### src/design/dtmfs_pkg.sv
/*
 * Shared constants of the tone dialer: clock rates, tone divisors,
 * sample codes, mute hold time and the register map.
 * Assumes a single 10 MHz system clock feeds every block.
 */
package dtmfs_pkg;

   // -----------------------------------------------------------------
   // Clocking
   // -----------------------------------------------------------------
   localparam int CLK_HZ  = 10_000_000;
   localparam int REF_HZ  = 500_000;
   localparam int REF_DIV = CLK_HZ / REF_HZ;   // System cycles per reference tick

   // -----------------------------------------------------------------
   // Tone synthesis
   // -----------------------------------------------------------------
   localparam int DIV_W  = 10;
   localparam int SAMP_W = 8;
   localparam int STEPS  = 16;                 // Samples per tone period
   // Reference ticks per tone period; 500 kHz divided by these gives the tones
   localparam logic [DIV_W-1:0] ROW1_DIV = 10'h2ce;   // 696.4 Hz
   localparam logic [DIV_W-1:0] ROW2_DIV = 10'h28a;   // 769.2 Hz
   localparam logic [DIV_W-1:0] ROW3_DIV = 10'h24a;   // 853.2 Hz
   localparam logic [DIV_W-1:0] ROW4_DIV = 10'h214;   // 939.8 Hz
   localparam logic [DIV_W-1:0] COL1_DIV = 10'h19e;   // 1207.7 Hz
   localparam logic [DIV_W-1:0] COL2_DIV = 10'h176;   // 1336.9 Hz
   localparam logic [DIV_W-1:0] COL3_DIV = 10'h152;   // 1479.3 Hz
   localparam logic [DIV_W-1:0] COL4_DIV = 10'h132;   // 1634.0 Hz
   localparam logic [SAMP_W-1:0] SAMP_MID = 8'h80;

   // -----------------------------------------------------------------
   // Receiver mute hold
   // -----------------------------------------------------------------
   localparam int MUTE_HOLD_MS  = 20;
   localparam int MUTE_HOLD_CYC = MUTE_HOLD_MS * (CLK_HZ / 1000);

   // -----------------------------------------------------------------
   // Register map
   // -----------------------------------------------------------------
   localparam logic [11:0] CTRL_OFS      = 12'h000;
   localparam logic [11:0] STATUS_OFS    = 12'h004;
   localparam int          CTRL_EN_BIT   = 0;
   localparam int          CTRL_MM_BIT   = 1;
   localparam logic [1:0]  CTRL_RST      = 2'h1;
   localparam int          ST_ROW_BIT    = 0;
   localparam int          ST_COL_BIT    = 1;
   localparam int          ST_RIDX_LSB   = 2;
   localparam int          ST_CIDX_LSB   = 4;
   localparam int          ST_RXM_BIT    = 6;
   localparam int          ST_MICM_BIT   = 7;
   localparam int          ST_LOAD_BIT   = 8;

endpackage

### src/design/dtmfs_tone_gen.sv
/*
 * One tone generator: fractional divider plus 16-step sine table.
 * Assumes ref_tick_i is a one-cycle pulse at the reference rate and
 * div_i is steady while en_i is high.
 */
`timescale 1ns/1ps
module dtmfs_tone_gen #(
   parameter int DIV_W  = 10,
   parameter int SAMP_W = 8
) (
   input  wire logic              clk_i,
   input  wire logic              rst_i,
   input  wire logic              ref_tick_i,
   input  wire logic              en_i,
   input  wire logic [DIV_W-1:0]  div_i,
   output logic      [SAMP_W-1:0] sample_o
);

   localparam logic [DIV_W:0] STEP_INC = (DIV_W+1)'(dtmfs_pkg::STEPS);

   logic [DIV_W-1:0] acc_r;
   logic [3:0]       step_r;
   logic [DIV_W:0]   acc_sum;
   logic             wrap;

   // Sine codes around mid-scale, one per step
   function automatic logic [7:0] sine_code(input logic [3:0] k);
      case (k)
         4'h0, 4'h8: sine_code = 8'h80;
         4'h1, 4'h7: sine_code = 8'hb1;
         4'h2, 4'h6: sine_code = 8'hda;
         4'h3, 4'h5: sine_code = 8'hf5;
         4'h4:       sine_code = 8'hff;
         4'h9, 4'hf: sine_code = 8'h4f;
         4'ha, 4'he: sine_code = 8'h26;
         4'hb, 4'hd: sine_code = 8'h0b;
         default:    sine_code = 8'h01;
      endcase
   endfunction

   // Adding 16 per tick and wrapping at div gives exactly 16 steps per
   // div ticks, so the step length alternates between floor and ceiling
   assign acc_sum = {1'b0, acc_r} + STEP_INC;
   assign wrap    = (acc_sum >= {1'b0, div_i});

   // Phase accumulator and step counter; idle resets the phase
   always_ff @(posedge clk_i) begin
      if (rst_i || !en_i) begin
         acc_r  <= '0;
         step_r <= '0;
      end else if (ref_tick_i) begin
         if (wrap) begin
            acc_r  <= DIV_W'(acc_sum - {1'b0, div_i});
            step_r <= step_r + 4'h1;
         end else begin
            acc_r  <= DIV_W'(acc_sum);
         end
      end
   end

   // Sample register feeding the D/A converter
   always_ff @(posedge clk_i) begin
      if (rst_i || !en_i) begin
         sample_o <= SAMP_W'(dtmfs_pkg::SAMP_MID);
      end else begin
         sample_o <= SAMP_W'(sine_code(step_r));
      end
   end
endmodule

### src/design/dtmfs_top.sv
/*
 * Tone dialer digital core: keypad decode, row and column tone
 * generators, dummy load and mute controls, APB register slave.
 * Assumes keypad and mute pins are asynchronous to SYS_CLK_I and an
 * APB master on the system clock.
 */
// Decided for this implementation: the register offsets and the APB slave port.
// Functional notes
// - One row with one column enables both the row and the column tone.
// - Two keys on one row or one column give only the uniquely known tone.
// - Tone periods come from fractional counters within 0.16 percent of nominal.
// - Each generator steps through 16 sine codes per tone period.
// - Rows one to four give 696.4, 769.2, 853.2 and 939.8 Hz from 500 kHz.
// - Columns one to four give 1207.7, 1336.9, 1479.3 and about 1634 Hz.
// - The dummy load enable drops while dialing and returns when it ends.
// - The receiver is muted while dialing and on keypad changes or off-hook.
// - The microphone is muted while dialing or when its mute input is high.
// - The receiver stays muted about 20 ms after off-hook or key release.
`timescale 1ns/1ps
module dtmfs_top #(
   parameter int MUTE_HOLD_CYC = dtmfs_pkg::MUTE_HOLD_CYC
) (
   input  wire logic        SYS_CLK_I,
   input  wire logic        RST_I,
   input  wire logic [3:0]  KEYPAD_ROW_N_I,
   input  wire logic [3:0]  KEYPAD_COLUMN_I,
   input  wire logic        MICROPHONE_MUTE_IN_I,
   input  wire logic        HOOK_OFF_I,
   input  wire logic        PSEL_I,
   input  wire logic        PENABLE_I,
   input  wire logic        PWRITE_I,
   input  wire logic [11:0] PADDR_I,
   input  wire logic [31:0] PWDATA_I,
   output logic      [31:0] PRDATA_O,
   output logic             PREADY_O,
   output logic             PSLVERR_O,
   output logic      [7:0]  ROW_DAC_O,
   output logic      [7:0]  COL_DAC_O,
   output logic             DIAL_ACTIVE_O,
   output logic             DUMMY_LOAD_EN_O,
   output logic             RECEIVER_MUTE_O,
   output logic             MIC_MUTE_O
);

   localparam int TMR_W = $clog2(MUTE_HOLD_CYC + 1);
   localparam logic [TMR_W-1:0] HOLD_LOAD = TMR_W'(MUTE_HOLD_CYC);
   localparam logic [4:0] REF_LAST = 5'(dtmfs_pkg::REF_DIV - 1);

   logic [9:0]       sync1_r, sync2_r;
   logic [3:0]       rows, cols, rows_prev_r, cols_prev_r;
   logic             hook_prev_r, mm_sync;
   logic             row_go, col_go, dial_go, key_change, hook_rise;
   logic [1:0]       row_idx, col_idx;
   logic [9:0]       row_div, col_div;
   logic [4:0]       ref_cnt_r;
   logic             ref_tick;
   logic [TMR_W-1:0] hold_r;
   logic [1:0]       ctrl_r;
   logic             access, hit_ctrl, hit_status;
   logic [31:0]      status;

   // -----------------------------------------------------------------
   // Pin synchronisers and keypad decode
   // -----------------------------------------------------------------
   function automatic logic one_hot(input logic [3:0] v);
      one_hot = (v != 4'h0) && ((v & (v - 4'h1)) == 4'h0);
   endfunction

   function automatic logic [1:0] hot_index(input logic [3:0] v);
      hot_index = v[3] ? 2'h3 : v[2] ? 2'h2 : v[1] ? 2'h1 : 2'h0;
   endfunction

   // Two flops on every pin; the first is read only by the second
   always_ff @(posedge SYS_CLK_I) begin
      if (RST_I) begin
         sync1_r <= 10'h00f;
         sync2_r <= 10'h00f;
      end else begin
         sync1_r <= {HOOK_OFF_I, MICROPHONE_MUTE_IN_I, KEYPAD_COLUMN_I, KEYPAD_ROW_N_I};
         sync2_r <= sync1_r;
      end
   end

   assign rows    = ~sync2_r[3:0];
   assign cols    = sync2_r[7:4];
   assign mm_sync = sync2_r[8];
   // A tone plays when its line is the only one and the other side is pressed
   assign row_go  = ctrl_r[dtmfs_pkg::CTRL_EN_BIT] && one_hot(rows) && (cols != 4'h0);
   assign col_go  = ctrl_r[dtmfs_pkg::CTRL_EN_BIT] && one_hot(cols) && (rows != 4'h0);
   assign dial_go = row_go || col_go;
   assign row_idx = hot_index(rows);
   assign col_idx = hot_index(cols);

   // Divisor selection for the two generators
   always_comb begin
      case (row_idx)
         2'h0:    row_div = dtmfs_pkg::ROW1_DIV;
         2'h1:    row_div = dtmfs_pkg::ROW2_DIV;
         2'h2:    row_div = dtmfs_pkg::ROW3_DIV;
         default: row_div = dtmfs_pkg::ROW4_DIV;
      endcase
      case (col_idx)
         2'h0:    col_div = dtmfs_pkg::COL1_DIV;
         2'h1:    col_div = dtmfs_pkg::COL2_DIV;
         2'h2:    col_div = dtmfs_pkg::COL3_DIV;
         default: col_div = dtmfs_pkg::COL4_DIV;
      endcase
   end

   // -----------------------------------------------------------------
   // Reference tick and tone generators
   // -----------------------------------------------------------------
   // 500 kHz tick stands in for the resonator so divisors match the table
   always_ff @(posedge SYS_CLK_I) begin
      if (RST_I || ref_cnt_r == REF_LAST) begin
         ref_cnt_r <= 5'h00;
      end else begin
         ref_cnt_r <= ref_cnt_r + 5'h01;
      end
   end
   assign ref_tick = (ref_cnt_r == REF_LAST);

   dtmfs_tone_gen #(.DIV_W(dtmfs_pkg::DIV_W), .SAMP_W(dtmfs_pkg::SAMP_W)) u_row_gen (
      .clk_i      (SYS_CLK_I),
      .rst_i      (RST_I),
      .ref_tick_i (ref_tick),
      .en_i       (row_go),
      .div_i      (row_div),
      .sample_o   (ROW_DAC_O)
   );

   dtmfs_tone_gen #(.DIV_W(dtmfs_pkg::DIV_W), .SAMP_W(dtmfs_pkg::SAMP_W)) u_col_gen (
      .clk_i      (SYS_CLK_I),
      .rst_i      (RST_I),
      .ref_tick_i (ref_tick),
      .en_i       (col_go),
      .div_i      (col_div),
      .sample_o   (COL_DAC_O)
   );

   // -----------------------------------------------------------------
   // Line and mute controls
   // -----------------------------------------------------------------
   assign key_change = (rows != rows_prev_r) || (cols != cols_prev_r);
   assign hook_rise  = sync2_r[9] && !hook_prev_r;

   // Previous key and hook levels for transition detection
   always_ff @(posedge SYS_CLK_I) begin
      if (RST_I) begin
         rows_prev_r <= 4'h0;
         cols_prev_r <= 4'h0;
         hook_prev_r <= 1'b0;
      end else begin
         rows_prev_r <= rows;
         cols_prev_r <= cols;
         hook_prev_r <= sync2_r[9];
      end
   end

   // Every key transition and off-hook restarts the hold, so bouncing contacts stay muted
   always_ff @(posedge SYS_CLK_I) begin
      if (RST_I) begin
         hold_r <= '0;
      end else if (key_change || hook_rise) begin
         hold_r <= HOLD_LOAD;
      end else if (hold_r != '0) begin
         hold_r <= hold_r - TMR_W'(1);
      end
   end

   // Registered line controls
   always_ff @(posedge SYS_CLK_I) begin
      if (RST_I) begin
         DIAL_ACTIVE_O   <= 1'b0;
         DUMMY_LOAD_EN_O <= 1'b1;
         RECEIVER_MUTE_O <= 1'b0;
         MIC_MUTE_O      <= 1'b0;
      end else begin
         DIAL_ACTIVE_O   <= dial_go;
         DUMMY_LOAD_EN_O <= !dial_go;
         RECEIVER_MUTE_O <= dial_go || key_change || hook_rise || hold_r != '0;
         MIC_MUTE_O      <= dial_go || mm_sync || ctrl_r[dtmfs_pkg::CTRL_MM_BIT];
      end
   end

   // -----------------------------------------------------------------
   // APB register slave, zero wait states
   // -----------------------------------------------------------------
   assign access     = PSEL_I && PENABLE_I;
   assign hit_ctrl   = (PADDR_I == dtmfs_pkg::CTRL_OFS);
   assign hit_status = (PADDR_I == dtmfs_pkg::STATUS_OFS);
   assign PREADY_O   = 1'b1;
   assign PSLVERR_O  = access && !hit_ctrl && !hit_status;

   always_comb begin
      status = 32'h0000_0000;
      status[dtmfs_pkg::ST_ROW_BIT]                   = row_go;
      status[dtmfs_pkg::ST_COL_BIT]                   = col_go;
      status[dtmfs_pkg::ST_RIDX_LSB +: 2]             = row_idx;
      status[dtmfs_pkg::ST_CIDX_LSB +: 2]             = col_idx;
      status[dtmfs_pkg::ST_RXM_BIT]                   = RECEIVER_MUTE_O;
      status[dtmfs_pkg::ST_MICM_BIT]                  = MIC_MUTE_O;
      status[dtmfs_pkg::ST_LOAD_BIT]                  = DUMMY_LOAD_EN_O;
   end

   // Control register written in the access phase
   always_ff @(posedge SYS_CLK_I) begin
      if (RST_I) begin
         ctrl_r <= dtmfs_pkg::CTRL_RST;
      end else if (access && PWRITE_I && hit_ctrl) begin
         ctrl_r <= PWDATA_I[1:0];
      end
   end

   // Read data captured in the setup phase so it is a flop in access
   always_ff @(posedge SYS_CLK_I) begin
      if (RST_I) begin
         PRDATA_O <= 32'h0000_0000;
      end else if (PSEL_I && !PENABLE_I && !PWRITE_I) begin
         PRDATA_O <= hit_ctrl ? {30'h0000_0000, ctrl_r} : hit_status ? status : 32'h0000_0000;
      end
   end
endmodule

### config.mk
export PLATFORM = sky130hd
export DESIGN_NAME = dtmfs_top
export DESIGN_NICKNAME = d
export VERILOG_FILES = /design/src/design/dtmfs_pkg.sv /design/src/design/dtmfs_tone_gen.sv /design/src/design/dtmfs_top.sv
export SDC_FILE = /design/constraint.sdc
export NUM_CORES = 1
export LEC_CHECK = 0
export BUFFER_PORTS_ARGS = -buffer_cell sky130_fd_sc_hd__buf_2
export CELL_PAD_IN_SITES_DETAIL_PLACEMENT = 1
export CELL_PAD_IN_SITES_GLOBAL_PLACEMENT = 1
export CORE_ASPECT_RATIO = 0.7
export CORE_MARGIN = 1.5
export CORE_UTILIZATION = 44
export CTS_CLUSTER_SIZE = 12
export DETAILED_ROUTE_END_ITERATION = 8
export PLACE_DENSITY = 0.87
export SLEW_MARGIN = 20
export SYNTH_ARGS = -nofsm -noshare
export SYNTH_HDL_FRONTEND = slang
export SYNTH_SLANG_ARGS = --single-unit
### constraint.sdc
create_clock -name SYS_CLK_I -period 6.8 [get_ports SYS_CLK_I]
set_input_delay 1.02 -clock SYS_CLK_I [delete_from_list [all_inputs] [get_ports SYS_CLK_I]]
set_output_delay 1.02 -clock SYS_CLK_I [all_outputs]
set_load 0.005 [all_outputs]
==> flow_summary.json, run 1 <==
{
  "clkTransAtPathRegs_ps": 70,
  "root_buffer": "clkbuf_16",
  "drive_gt1_frac": 0.157,
  "slowest_stage": "dfxtp_1",
  "arrival_ps": 4170,
  "worstPathRequired_ps": 7080,
  "max_freq_mhz": 257,
  "maxSlewViolCount": 0,
  "setup_violations": 0,
  "num_rows": 34,
  "r2r_start": "sync2_r[2]",
  "wl_microns": 13200,
  "ios": 113,
  "grtUsageMet1": 0.260,
  "crit_type": "reg2reg",
  "antenna_found_initial": 0,
  "tightest_slew_ps": 898,
  "htree_levels": 3,
  "overflow": 0,
  "crit_path_end_kind": "register",
  "p_sw_frac": 0.269,
  "status": "finished, final reports clean",
  "busiest_layer": "met2",
  "syn_to_final_growth_pct": 10.8,
  "cts_buffers": 9,
  "first_pass_iters": 4,
  "p_leak_nw": 2.50,
  "path_max_fanout": 12,
  "r2r_cells": 13,
  "place_congestion": 0.825,
  "grt_pass1_wl_microns": 22400,
  "gr-usage-met3": 0.0445,
  "fin_crit_sh": 0.573,
  "cts_tree": "built",
  "min_from": "sync1_r[1]",
  "synth.distinct_cells": 68,
  "final_cell_mix": "109 x dfxtp_1, 80 x nor2_1, 58 x buf_2",
  "finalHoldViolations": 0,
  "p_total_mw": 1.35,
  "synth_edf_count": 0,
  "first_iter_violations": 152,
  "rrSetupSlack_ps": 2910,
  "grt_usage": 0.210,
  "dp_slack_ps": 3000,
  "dp_hpwl_microns": 9600,
  "timing.rr.end": "u_row_gen.step_r[3]",
  "drv_cap": 0,
  "relSlewSlack": 0.401,
  "combPwrFrac": 0.102,
  "initial_utilization": 0.449,
  "diodes": 0,
  "fin_nets": 767,
  "finalCriticalPeriod_ps": 3890,
  "drc": 0,
  "hold_depth": 1,
  "netSwitchingPower_mw": 0.362,
  "crit_path_start_kind": "register",
  "p_seq_frac": 0.500,
  "ys_ff_latch": 109,
  "grt_pass1_vias": 4725,
  "cts_setup_buffers": 0,
  "placed_cells": 827,
  "cpPeakStageDelay_ps": 470,
  "core-area_sq_um": 12300,
  "drtAntennaViolNets": 0,
  "grtUsageMet2": 0.357,
  "fin_tns_setup_ps": 0,
  "vias": 4530,
  "ir_drop_v": 0.000155,
  "holdPathEnd": "sync2_r[1]",
  "pwr-share-clk": 0.398,
  "clk_latency_ps": 350,
  "cts_resized": 0,
  "layout_commonest_cell": "dfxtp_1",
  "synth_area_sq_um": 5540,
  "postSynth.asyncResetShare": 0,
  "finalNonFillerCells": 843,
  "nFillCells": 1477,
  "routedWlPerCell_microns": 15.7,
  "clock_path_buffers": 2,
  "cts_sinks": 109,
  "crit_chain": "inv_1 -> o21ai_0 -> ha_1 -> inv_1 -> ha_1 -> fa_1 -> nor2b_1 -> o2111ai_1 -> and4b_4 -> a21oi_4 -> o21ai_1 -> or3_1 -> a21oi_1",
  "die_w_microns": 137,
  "power_density_nw_per_um2": 219,
  "placement.io_buffers": 58,
  "finalClockSkew_ps": 8.06,
  "grt_max_degree": 56,
  "min_path_type": "reg2reg",
  "hold_buffers": 0,
  "syn_avg_cell_area_sq_um": 8.73,
  "final_util": 0.498,
  "timing.final.ws_setup_ps": 2910,
  "seq_area_frac_synth": 0.394,
  "die_y_microns": 96.9,
  "yosysWarnings": 0,
  "synth_flop_cell": "dfxtp_1",
  "netlist_instances": 635,
  "vias_per_cell": 5.37,
  "rsz0062_at_grt": "false",
  "intPower_mw": 0.983,
  "die-area_sq_um": 13300
}
==> kinds of logic after synthesis <==
kind of cell,count (synthesis),share of synthesized area
muxes,10,0.0203
adders and majority gates,33,0.0767
and+or+nand+nor,242,0.224
AOI/OAI and AO/OA,112,0.141
other,2,0.00135
xor gates and xnor gates,43,0.0679
DFF,109,0.394
buffers and inverters,84,0.0745
==> routing by layer <==
layer  part of all wire  routed length [microns]
met1               0.46                     6060
met2               0.48                     6410
met3              0.036                      477
met4              0.021                      274
met5                  0                        0
==> layout make-up <==
type	count	area (sq um)	area share
timing repair buffer	59	298	0.0485
clock buffer	10	239	0.0389
sequential	109	2180	0.355
multi-input combinational	464	3040	0.494
tap	162	203	0.0330
inverter	33	124	0.0202
clock inverter	6	61.3	0.00998
==> critical path: cells and delay by family (launching register included) <==
family	cells	cell delay (ps)
buffers and inverters	2	150
AND/OR/NAND/NOR	3	1000
AO/OA/AOI/OAI	5	1290
flip-flops	1	470
adder cells (fa/ha/maj)	3	900
==> registers in the layout, summed over array words and instances (netlist names), 5 cells and up <==
name,flops
u_col_gen.acc_r,9
sync1_r,10
PRDATA_O,9
u_col_gen.sample_o,8
hold_r,18
ref_cnt_r,5
sync2_r,10
u_row_gen.acc_r,9
u_row_gen.sample_o,8
==> cell usage after synthesis, drive strengths merged, types with 2 or more instances <==
cell	number	area, sq um
dfxtp	109	2180
nor2	82	313
nand2	38	143
inv	33	124
a21oi	32	183
ha	30	375
buf	29	206
nor2b	28	175
xnor2	26	228
clkbuf	22	82.6
nand3	20	110
o21ai	19	95.1
xor2	17	149
nor3	15	80.1
a211oi	14	110
or2	12	75.1
mux2i	9	90.1
nor4	8	56.3
nand4	7	43.8
a22oi	6	45.0
a31oi	5	31.3
and3	5	36.3
nand2b	5	31.3
nor3b	4	30.0
o211ai	4	30.0
or3	4	25.0
a211o	3	26.3
a21o	3	22.5
and4b	3	33.8
nand3b	3	22.5
o21a	3	22.5
o22ai	3	18.8
o41ai	3	26.3
a2111oi	2	36.3
a31o	2	17.5
and2	2	12.5
conb	2	7.51
fa	2	40.0
nor4b	2	23.8
o2111ai	2	17.5
o32ai	2	17.5
or4	2	15.0
==> how the worst max path moves through the flow <==
stage	startpoint	endpoint	slack, ps	depth (start not counted)
floorplan	sync2_r[2]	u_row_gen.acc_r[4]	3890	14
global placement	sync2_r[2]	u_row_gen.step_r[3]	3170	13
detailed placement	sync2_r[2]	u_row_gen.step_r[3]	3000	13
CTS	sync2_r[2]	u_row_gen.step_r[3]	2960	13
global route	sync2_r[2]	u_row_gen.step_r[3]	2690	13
finish	sync2_r[2]	u_row_gen.step_r[3]	2910	13
==> power groups by stage <==
stage | clock (mW) | combinational [mW] | sequential (mW)
finish | 0.535 | 0.137 | 0.673
global placement | 0 | 0.126 | 0.686
detailed placement | 0 | 0.135 | 0.687
global route | 0.569 | 0.155 | 0.676
CTS | 0.545 | 0.138 | 0.673
floorplan | 0 | 0.110 | 0.683
==> through the flow <==
stage | hold WS (ps) | cell area, sq um
finish | 420 | 6140
global route | 434 | 6140
CTS | 424 | 6140
detailed placement | 401 | 5840
global placement | 397 | 5840
floorplan | 389 | 5630
Note: power is estimated with default switching activity, not from simulation.
==> inputs of run 2 (changes only) <==
Settings changed: CORE_UTILIZATION 44 to 37, PLACE_DENSITY 0.87 to 0.78.
Clock period 6.8 ns to 3.1 ns, I/O delays scaled along.
==> run 2 against run 1 <==
  * Clock skew up 2.2 ps
  * Via count up 0.91%
  * Sequential share of layout area down 1.4 points
  * Setup slack worse by 2800 ps
  * Worst hold slack worse by 140 ps
  * Routed wire length up 1.2%
  * Cell area up 4.0%
  * Fmax up 32%
  * Sequential power up 120%
  * Combinational power up 130%
  * Global-route usage down 3.5 points
  * Critical path depth down 1
  * Critical path type unchanged
  * Critical endpoint is now u_row_gen.acc_r[6]
  * Largest power group unchanged
==> flow_summary.json, run 2 (synthesized netlist as in run 1, its figures left out) <==
{
  "syn_to_final_growth_pct": 15.2,
  "intPower_mw": 2.14,
  "crit_path_end_kind": "register",
  "finalHoldViolations": 0,
  "diodes": 0,
  "crit_type": "reg2reg",
  "maxSlewViolCount": 0,
  "setup_violations": 0,
  "largest_reg_flops": 18,
  "final_cell_mix": "109 x dfxtp_1, 80 x nor2_1, 58 x buf_2",
  "placed_area_sq_um": 6030,
  "p_total_mw": 2.93,
  "overflow": 0,
  "status": "finished, final reports clean",
  "largest-register": "hold_r",
  "min_path_type": "in2reg",
  "netSwitchingPower_mw": 0.787,
  "power_density_nw_per_um2": 458,
  "reg_top3": "hold_r x18, sync1_r x10, sync2_r x10",
  "initial_utilization": 0.378,
  "wl_microns": 13400,
  "relSlewSlack": 0.553,
  "root_buffer": "clkbuf_16",
  "num_rows": 37,
  "drc": 0,
  "cts_buffers": 9,
  "first_pass_iters": 4,
  "grt_max_degree": 55,
  "finalNonFillerCells": 896,
  "placement.io_buffers": 58,
  "core-area_sq_um": 14700,
  "fin_nets": 788,
  "clkTransAtPathRegs_ps": 80,
  "vias_per_cell": 5.10,
  "htree_levels": 3,
  "first_iter_violations": 199,
  "ios": 113,
  "grt_pass1_wl_microns": 22100,
  "p_leak_nw": 2.61,
  "grt_usage": 0.175,
  "clock_path_buffers": 2,
  "antenna_found_initial": 0,
  "layout_commonest_cell": "dfxtp_1",
  "combPwrFrac": 0.107,
  "nFillCells": 1728,
  "ir_drop_v": 0.000258,
  "path_max_fanout": 6,
  "die-area_sq_um": 15700,
  "placed_cells": 878,
  "crit_path_start_kind": "register",
  "die_y_microns": 105,
  "vias": 4571,
  "finalCriticalPeriod_ps": 2950,
  "grt_pass1_vias": 4629,
  "drv_cap": 0,
  "p_sw_frac": 0.269,
  "place_congestion": 0.849,
  "drive_gt1_frac": 0.193,
  "cts_tree": "built",
  "fin_crit_sh": 0.951,
  "finalClockSkew_ps": 10.2,
  "routedWlPerCell_microns": 14.9,
  "max_freq_mhz": 339,
  "dp_hpwl_microns": 9690,
  "pwr-share-clk": 0.389,
  "worstPathRequired_ps": 3340,
  "rrSetupSlack_ps": 150,
  "drtAntennaViolNets": 0,
  "die_w_microns": 149,
  "arrival_ps": 3190,
  "cts_sinks": 109,
  "final_area_sq_um": 6390,
  "tightest_slew_ps": 670,
  "p_seq_frac": 0.503,
  "clk_latency_ps": 360,
  "rsz0062_at_grt": "true",
  "fin_tns_setup_ps": 0
}
==> run 2: final timing paths <==
kind	start	to	cells past startpoint
worst max-delay path	u_row_gen.acc_r[4]	u_row_gen.acc_r[6]	12
worst min-delay path	KEYPAD_ROW_N_I[0]	sync1_r[0]	2
worst max register to register	u_row_gen.acc_r[4]	u_row_gen.acc_r[6]	12
worst min register to register	sync1_r[3]	sync2_r[3]	1
==> run 2: per-layer routing <==
| metal | part of all wire | GRT usage |
|---|---|---|
| met5 | 0 | 0 |
| met4 | 0.014 | 0.0537 |
| met3 | 0.040 | 0.0411 |
| met2 | 0.48 | 0.295 |
| met1 | 0.47 | 0.219 |
==> run 2: through the flow <==
stage	worst slack, ps	util	hold WS, ps
floorplan	194	-	389
global placement	123	0.411	398
detailed placement	-10.8	0.411	398
CTS	36.2	0.431	279
global route	-4.90	0.435	277
finish	150	0.435	280
==> run 2: layout make-up <==
| cell class | instances | area, sq um | area share |
|---|---|---|---|
| Multi-Input combinational cell | 464 | 3080 | 0.482 |
| Sequential cell | 109 | 2180 | 0.342 |
| Timing Repair Buffer | 80 | 468 | 0.0733 |
| Tap cell | 195 | 244 | 0.0382 |
| Clock buffer | 9 | 225 | 0.0353 |
| Inverter | 33 | 124 | 0.0194 |
| Clock inverter | 6 | 65.1 | 0.0102 |
==> run 2: worst max-delay path, cell delays in order, from the launching register on <==
cell and delay, ps:
dfxtp_1 410, ha_1 230, xor2_1 230, ha_1 350, o21a_1 140, o21ai_0 260
and4b_4 340, a21oi_4 60, buf_4 160, nor2_1 130, buf_4 160, mux2i_1 240
o31ai_1 110
==> run 2: repair_timing <==
action / 4_1_cts / 5_1_grt
setup endpoints to repair: 4 / 17
buffers inserted: 0 / 3
hold buffers: 0 / 0
gates resized for setup: 1 / 11
pin swaps: 0 / 2
==> run 2: power by group through the flow <==
| stage | clock network [mW] | logic [mW] | registers [mW] |
|---|---|---|---|
| global placement | 0 | 0.293 | 1.50 |
| CTS | 1.17 | 0.311 | 1.47 |
| finish | 1.14 | 0.313 | 1.47 |
| detailed placement | 0 | 0.305 | 1.51 |
| floorplan | 0 | 0.240 | 1.50 |
| global route | 1.23 | 0.352 | 1.48 |
